--- src/logic/ichp_map.svh ---
// constants for the controller end of the cable handshake port
// assumes one 200 MHz clock; cable pins are active low and asynchronous
// Behaviour
// - every cable signal is active low
// - bulk channel: eight data plus parity
// - command-status channel: eight bits, both directions
// - bit seven msb, bit zero lsb
// - all-floating data and parity flags parity error
// - request out arrives as request in
// - sender requests, receiver answers with ack
// - cs sender drops request on ack, drives between
// - receiver holds ack until latched and request gone
// - sender waits ack release before next byte
// - bulk sender loads, then drives and requests
// - bulk direction agreed beforehand, never both drive
// - on host request, drop own request, ack
// - after yielding, receive normally to the end
// - never assert request and ack together
// - wait unbounded; ack accepts, request refuses
// - no new byte until ack released
// - hard reset holds handshake outputs inactive
`ifndef ICHP_MAP_SVH
`define ICHP_MAP_SVH
`define ICHP_BYTE_W   8
`define ICHP_PIN_IDLE 1'b1
`define ICHP_BYTE_0   8'h00
`define ICHP_BYTE_IDLE 8'hff
`define ICHP_WORD_0   9'h000
`define ICHP_WORD_IDLE 9'h1ff
`endif

--- src/logic/ichp_pkg.sv ---
// types for the controller end of the cable handshake port
// assumes ichp_map.svh is on the include path
package ichp_pkg;
  // one-hot handshake states, shared by both channels
  typedef enum logic [4:0] {
    HS_IDLE  = 5'b00001,
    HS_SREQ  = 5'b00010,
    HS_SWAIT = 5'b00100,
    HS_RACK  = 5'b01000,
    HS_RDONE = 5'b10000
  } ichp_hs_type;
endpackage

--- src/logic/ichp_port.sv ---
// controller end of the cable port: command-status and bulk data handshakes
// assumes cable pins are open lines pulled high; all pin inputs asynchronous
`timescale 1ns/1ps
`include "ichp_map.svh"

module ichp_port (
  input  wire logic       clk,
  input  wire logic       resetn,
  input  wire logic       hardResetN,
  // command-status cable pins, active low
  input  wire logic       csReqInN,
  input  wire logic       csAckInN,
  output logic            csReqOutN,
  output logic            csAckOutN,
  input  wire logic [7:0] csDataInN,
  output logic      [7:0] csDataOutN,
  output logic            csDataOe,
  // bulk data cable pins, active low
  input  wire logic       dpReqInN,
  input  wire logic       dpAckInN,
  output logic            dpReqOutN,
  output logic            dpAckOutN,
  input  wire logic [8:0] dpDataInN,
  output logic      [8:0] dpDataOutN,
  output logic            dpDataOe,
  // user side, status send
  input  wire logic       stSend,
  input  wire logic [7:0] stByte,
  output logic            stBusy,
  output logic            stAccepted,
  output logic            stRefused,
  // user side, command receive
  output logic            cmdValid,
  output logic      [7:0] cmdByte,
  // user side, bulk channel; dpDirTx agreed over command-status
  input  wire logic       dpDirTx,
  input  wire logic       dpSend,
  input  wire logic [7:0] dpTxByte,
  output logic            dpBusy,
  output logic            dpRxValid,
  output logic      [7:0] dpRxByte,
  output logic            dpParErr
);
  import ichp_pkg::*;

  // two-flop synchronisers; first stage read only by second stage
  logic [21:0] sync1_q, sync2_q;
  logic        hardReset;
  logic        csReqIn;
  logic        csAckIn;
  logic        dpReqIn;
  logic        dpAckIn;
  logic [7:0]  csDin;
  logic [8:0]  dpDin;
  always_ff @(posedge clk or negedge resetn)
  begin
    if (!resetn)
    begin
      sync1_q <= '1;
      sync2_q <= '1;
    end
    else
    begin
      sync1_q <= {hardResetN, csReqInN, csAckInN, dpReqInN, dpAckInN, csDataInN, dpDataInN};
      sync2_q <= sync1_q;
    end
  end
  // active-low pins turned to active-high meaning, bit 7 kept msb
  // packing from the top: hard reset, four handshakes, cs byte, bulk word
  assign hardReset = ~sync2_q[21];
  assign csReqIn   = ~sync2_q[20];
  assign csAckIn   = ~sync2_q[19];
  assign dpReqIn   = ~sync2_q[18];
  assign dpAckIn   = ~sync2_q[17];
  assign csDin     = ~sync2_q[16:9];
  assign dpDin     = ~sync2_q[8:0];

  // command-status channel state
  ichp_hs_type cs_q, cs_d;
  logic [7:0]  csOut_q, csOut_d; // held at pin level, already inverted
  logic [7:0]  cmd_q, cmd_d;
  logic        csOe_q, csOe_d;
  logic        cmdV_q, cmdV_d;
  logic        acc_q, acc_d;
  logic        ref_q, ref_d;

  // command-status next state: host always wins contention
  always_comb
  begin
    cs_d    = cs_q;
    csOut_d = csOut_q;
    csOe_d  = csOe_q;
    cmd_d   = cmd_q;
    cmdV_d  = 1'b0;
    acc_d   = 1'b0;
    ref_d   = 1'b0;
    unique case (cs_q)
      HS_IDLE:
        if (csReqIn)
          cs_d = HS_RACK;
        else if (stSend)
        begin
          csOut_d = ~stByte;                 // pin level
          csOe_d  = 1'b1;
          cs_d    = HS_SREQ;
        end
      // host request beats ours even if its ack is already on the way
      HS_SREQ:
        if (csReqIn)
        begin
          csOe_d = 1'b0;                     // yield, drivers off
          ref_d  = 1'b1;
          cs_d   = HS_RACK;
        end
        else if (csAckIn)
        begin
          acc_d = 1'b1;
          cs_d  = HS_SWAIT;                  // drop request
        end
      HS_SWAIT:
        if (!csAckIn)
        begin
          csOe_d = 1'b0;
          cs_d   = HS_IDLE;
        end
      HS_RACK:
        if (!csReqIn)
        begin
          cmd_d  = csDin;                    // latch after request gone
          cmdV_d = 1'b1;
          cs_d   = HS_RDONE;
        end
      // byte already latched; ack held this one cycle, then released
      HS_RDONE:
        cs_d = HS_IDLE;                      // ack released at the end of this cycle
      default:
        cs_d = HS_IDLE;
    endcase
    if (hardReset)
    begin
      cs_d   = HS_IDLE;
      csOe_d = 1'b0;
    end
  end

  // registers only; reset leaves the byte lines at the released level
  always_ff @(posedge clk or negedge resetn)
  begin
    if (!resetn)
    begin
      cs_q    <= HS_IDLE;
      csOut_q <= `ICHP_BYTE_IDLE;
      csOe_q  <= 1'b0;
      cmd_q   <= `ICHP_BYTE_0;
      cmdV_q  <= 1'b0;
      acc_q   <= 1'b0;
      ref_q   <= 1'b0;
    end
    else
    begin
      cs_q    <= cs_d;
      csOut_q <= csOut_d;
      csOe_q  <= csOe_d;
      cmd_q   <= cmd_d;
      cmdV_q  <= cmdV_d;
      acc_q   <= acc_d;
      ref_q   <= ref_d;
    end
  end

  // bulk channel state; direction is fixed by the user from prior exchanges
  ichp_hs_type dp_q, dp_d;
  logic [8:0]  dpOut_q, dpOut_d;
  logic [7:0]  dpRx_q, dpRx_d;
  logic        dpOe_q, dpOe_d;
  logic        dpRxV_q, dpRxV_d;
  logic        par_q, par_d;

  // odd parity for the outgoing word; all-released lines read as zero here
  logic        txPar;
  logic        rxFloat;
  assign txPar   = ~^dpTxByte;
  assign rxFloat = (dpDin == `ICHP_WORD_0);

  always_comb
  begin
    dp_d    = dp_q;
    dpOut_d = dpOut_q;
    dpOe_d  = dpOe_q;
    dpRx_d  = dpRx_q;
    dpRxV_d = 1'b0;
    par_d   = par_q;
    unique case (dp_q)
      HS_IDLE:
        if (dpDirTx && dpSend)
        begin
          dpOut_d = ~{txPar, dpTxByte};      // pin level, loaded first
          dp_d    = HS_SWAIT;
        end
        else if (!dpDirTx && dpReqIn)
          dp_d = HS_RACK;
      HS_SWAIT:
        begin
          dpOe_d = 1'b1;                     // drive with request
          dp_d   = HS_SREQ;
        end
      HS_SREQ:
        if (dpAckIn)
          dp_d = HS_RDONE;                   // request dropped on ack
      HS_RDONE:
        if (dpDirTx ? !dpAckIn : 1'b1)
        begin
          dpOe_d = 1'b0;
          dp_d   = HS_IDLE;
        end
      // latch from the synchronised lines; the sender still drives them
      HS_RACK:
        if (!dpReqIn)
        begin
          dpRx_d  = dpDin[7:0];
          dpRxV_d = 1'b1;
          par_d   = rxFloat || !(^dpDin);    // even count or floating
          dp_d    = HS_RDONE;                // ack held one more cycle
        end
      default:
        dp_d = HS_IDLE;
    endcase
    if (hardReset)
    begin
      dp_d   = HS_IDLE;
      dpOe_d = 1'b0;
    end
  end

  // registers only; reset leaves the bulk lines at the released level
  always_ff @(posedge clk or negedge resetn)
  begin
    if (!resetn)
    begin
      dp_q    <= HS_IDLE;
      dpOut_q <= `ICHP_WORD_IDLE;
      dpOe_q  <= 1'b0;
      dpRx_q  <= `ICHP_BYTE_0;
      dpRxV_q <= 1'b0;
      par_q   <= 1'b0;
    end
    else
    begin
      dp_q    <= dp_d;
      dpOut_q <= dpOut_d;
      dpOe_q  <= dpOe_d;
      dpRx_q  <= dpRx_d;
      dpRxV_q <= dpRxV_d;
      par_q   <= par_d;
    end
  end

  // pin outputs registered; request and ack come from exclusive states
  // decoding the next state keeps pins in step with the engines, no lag
  logic        csReqO_q, csAckO_q;
  logic        dpReqO_q, dpAckO_q;
  logic        stBusy_q, dpBusy_q;
  always_ff @(posedge clk or negedge resetn)
  begin
    if (!resetn)
    begin
      csReqO_q <= `ICHP_PIN_IDLE;
      csAckO_q <= `ICHP_PIN_IDLE;
      dpReqO_q <= `ICHP_PIN_IDLE;
      dpAckO_q <= `ICHP_PIN_IDLE;
      stBusy_q <= 1'b0;
      dpBusy_q <= 1'b0;
    end
    else
    begin
      csReqO_q <= ~(cs_d == HS_SREQ);
      // ack spans the latch cycle too, so it only falls once the byte is held
      csAckO_q <= ~(cs_d == HS_RACK || cs_d == HS_RDONE);
      dpReqO_q <= ~(dp_d == HS_SREQ);
      dpAckO_q <= ~(dp_d == HS_RACK || (dp_d == HS_RDONE && !dpDirTx));
      stBusy_q <= ~(cs_d == HS_IDLE);
      dpBusy_q <= ~(dp_d == HS_IDLE);
    end
  end

  // every output is a plain register, no gate after the flop
  assign csReqOutN  = csReqO_q;
  assign csAckOutN  = csAckO_q;
  assign csDataOutN = csOut_q;               // held inverted
  assign csDataOe   = csOe_q;
  assign dpReqOutN  = dpReqO_q;
  assign dpAckOutN  = dpAckO_q;
  assign dpDataOutN = dpOut_q;
  assign dpDataOe   = dpOe_q;
  assign stBusy     = stBusy_q;
  assign stAccepted = acc_q;
  assign stRefused  = ref_q;
  assign cmdValid   = cmdV_q;
  assign cmdByte    = cmd_q;
  assign dpBusy     = dpBusy_q;
  assign dpRxValid  = dpRxV_q;
  assign dpRxByte   = dpRx_q;
  assign dpParErr   = par_q;

endmodule // ichp_port

--- config.mk ---
export PLATFORM = sky130hd
export DESIGN_NAME = ichp_port
export DESIGN_NICKNAME = d
export VERILOG_FILES = /design/src/logic/ichp_pkg.sv /design/src/logic/ichp_port.sv
export VERILOG_INCLUDE_DIRS = /design/src /design/src/logic
export SDC_FILE = /design/constraint.sdc
export NUM_CORES = 1
export LEC_CHECK = 0
export BUFFER_PORTS_ARGS = -buffer_cell sky130_fd_sc_hd__buf_2
export CAP_MARGIN = 5
export CORE_AREA = 8 8 103 82
export CTS_BUF_LIST = sky130_fd_sc_hd__clkbuf_8
export DETAILED_ROUTE_END_ITERATION = 7
export DIE_AREA = 0 0 111 90
export PLACE_DENSITY = 0.86
export SLEW_MARGIN = 5
export SYNTH_ARGS = -nofsm -noshare
export SYNTH_HDL_FRONTEND = slang
export SYNTH_SLANG_ARGS = --single-unit
--- constraint.sdc ---
create_clock -name clk -period 2.3 [get_ports clk]
set_input_delay 0.23 -clock clk [delete_from_list [all_inputs] [get_ports clk]]
set_output_delay 0.23 -clock clk [all_outputs]
set_load 0.02 [all_outputs]
==> impl_metrics.ini <==
[finish]
n_antenna_cell = 0
areaGrowthSynthToFinish_pct = 28.4
design.final.nets = 451
fill_cells = 496
final_layout_size_suffix_gt1_share_pct = 43.5
postLayoutCoreUtil_pct = 67.2

[worst_setup_path]
worst_path_max_delay_cell = dfrtp_1
crit_cells = 4
cp_top_family = simple AND/OR/NAND/NOR gates
critical-path-max-stage-delay_ps = 530
timing.critical_path.required_ps = 2600
critical_path_buffers_and_inverters = 0
timing.critical_path.fanout_max = 11
path_cells = or4b_4 > or3b_4 > or2_0 > a21o_1
timing.critical_path.arrival_ps = 2210
r2r.worst_path.cells = 4
critical_path_start_end_classification = reg2reg
timing.critical_path.to_type = register
startpoint_type_of_the_worst_setup_path = register

[grt]
number_of_antenna_violations_at_the_first_check_in_global_routing = 0
congestion_overflow_gr = 0
grt_start_max_net_pins = 70
global_route.usage.total_pct = 15.5
wire_length_of_the_first_global_routing_pass_um = 12600
first_global_vias = 2678

[clock_network]
clock-root-buffer = clkbuf_8
cts_h_tree_depth = 3
cts_buffers = 9
cts-resized-gates = 0
cts.sink_count = 100
cts_hold_repair.buffers = 27
cts_max_path_buffers = 2
insertion_delay_ps = 370
cts_tree = done
post_cts_buffers = 0
cts.reportedPaths.clkPinSlew_ps = 100

[synthesis]
syn_inst = 285
seq_area_frac_synth_pct = 71.3
syn_area_sq_um = 3620
yosys_register_bits = 100
synthArstFlopShare_pct = 100
postSynthNetCount = 332
ys_warn_count = 0
avgSynthCellArea_sq_um = 12.7
synth_enable_flop_cells = 0
synth-main-ff-cell = dfstp_2
post_synth_num_cell_types = 42

[timing]
maxSlewHeadroom_pct = 54.7
drv_slew = 0
final.min_clock_period_ps = 1910
timing_worst_slew_pin_value_ps = 677
clock_skews_ps = 13.5
setup_tns_ps = 0
maxClockFrequency_mhz = 523
period_share_pct = 83.1
setup_repair_after_global_routing_missed_its_margin = no
timing_hold_violations_final = 0
finalSetupViolCount = 0

[die]
core_region_area_sq_um = 6930
die_width_um = 111
die-area_sq_um = 9990
start_util_pct = 52.3
chipHeight_um = 90
boundaryPins = 89
rows = 27

[routing]
wl_per_cell_um = 15.2
vias = 2477
final_antenna_net_count = 0
drt_pass1_iterations = 4
finalWirelength_um = 7550
route.detailed.vias_per_inst = 4.99
drcViolationCount = 0
drt_iter0_markers = 112

[power_and_ir_drop]
power_per_cell_area_nw_per_um2 = 972
leakage_power_nw = 2.14
peakVddDrop_mv = 0.506

[min_path]
tightest_hold_check_type = in2reg
hold_path_cells = 2

[flow_run]
maxCapViolations = 0

[placed_design]
gp_routability_congestion = 0.879
placement.io_buffers = 88
post_dp_hpwl_um = 5200

[status]
status = finished clean
[flip-flops by register name, indices dropped and copies added, names as in the netlist, 5 cells and up]
name        flops
dpRxByte        8
dp_q            5
cs_q            5
sync1_q        22
csDataOutN      8
sync2_q        22
dpDataOutN      9
cmdByte         8
[logic make-up (layout without fill, tap and decap cells)]
family,after synthesis,in the layout,synth area share [%]
AOI/OAI and AO/OA,60,60,9.53
adders and majority gates,4,4,1.38
buffers and inverters,19,143,2.21
DFF,100,100,71.3
muxes,1,1,0.276
and+or+nand+nor,88,88,12.1
xor gates and xnor gates,13,13,3.14
[layout by cell type, fill, tap and decap left out, types with 3 or more instances in the layout]
cell / synthesis / layout
a21oi_1: 6 / 6
nor3_1: 6 / 6
dfstp_2: 67 / 67
nor2_1: 10 / 10
nand3_1: 7 / 7
xor2_1: 3 / 3
xnor2_1: 10 / 10
dfrtp_1: 33 / 33
nor2b_1: 4 / 4
o21ai_0: 37 / 37
nor3b_1: 3 / 3
buf_2: 1 / 87
nand4_1: 3 / 3
dlygate4sd3_1: 0 / 27
ha_1: 4 / 4
nand2_1: 39 / 39
inv_1: 8 / 8
buf_4: 0 / 4
and3_1: 3 / 3
a31oi_1: 3 / 3
clkbuf_8: 0 / 9
[per-layer routing]
| metal | up-vias | global-route usage (%) | share of wire (%) |
|---|---|---|---|
| met5 | - | 0 | 0 |
| met4 | 0 | 6.62 | 1.6 |
| met3 | 10 | 5.44 | 6.2 |
| met2 | 73 | 25.3 | 50 |
| met1 | 1176 | 18.1 | 42 |
| li1 | 1218 | - | - |
[where the power goes]
| part | internal (mW) | switching (mW) | total, mW |
|---|---|---|---|
| registers | 2.15 | 0.173 | 2.32 |
| logic | 0.378 | 0.646 | 1.02 |
| clock network | 0.531 | 0.647 | 1.18 |
[path summary, 6_finish.rpt]
kind | to | startpoint | slack [ps]
setup / recovery | csReqOutN | cs_q[1] | 390
hold / removal | csDataOutN[1] | stByte[1] | 20
setup reg to reg | csReqOutN | cs_q[1] | 390
hold reg to reg | sync2_q[4] | sync1_q[4] | 360
max in group asynchronous | sync1_q[18] | resetn | 1260
min in group asynchronous | dpParErr | resetn | 340
[layout make-up]
class	count	area, sq um	area share (%)
clock buffer	9	124	2.66
clock inverter	7	92.6	1.99
inverter	8	30.0	0.645
multi-input combinational	166	958	20.6
sequential	100	2590	55.5
tap	87	109	2.34
timing repair buffer	119	756	16.2
[cells in the mapped netlist, types with 3 or more instances]
cell / n / area share [%]
clkbuf_1: 9 / 0.93
nor3b_1: 3 / 0.62
inv_1: 8 / 0.83
dfstp_2: 67 / 49
o21ai_0: 37 / 5.1
dfrtp_1: 33 / 23
ha_1: 4 / 1.4
nand3_1: 7 / 0.97
nor2_1: 10 / 1.0
nand4_1: 3 / 0.52
and3_1: 3 / 0.52
nor2b_1: 4 / 0.69
a31oi_1: 3 / 0.52
xor2_1: 3 / 0.73
xnor2_1: 10 / 2.4
nand2_1: 39 / 4.0
nor3_1: 6 / 0.83
a21oi_1: 6 / 0.83
[per-stage QoR]
stage | std cells | cell area [sq um] | power (mW) | setup slack (ps) | hold WS [ps]
6_report | 496 | 4660 | 4.52 | 389 | 22.9
5_1_grt | 496 | 4660 | 4.77 | 308 | 10.5
4_1_cts | 496 | 4660 | 4.58 | 393 | 3.53
3_5_place_dp | 453 | 4170 | 3.35 | 416 | 189
3_3_place_gp | 453 | 4170 | 3.30 | 456 | 176
2_1_floorplan | 285 | 3620 | 2.94 | 465 | -65.6
(Power assumes the default switching activity.)
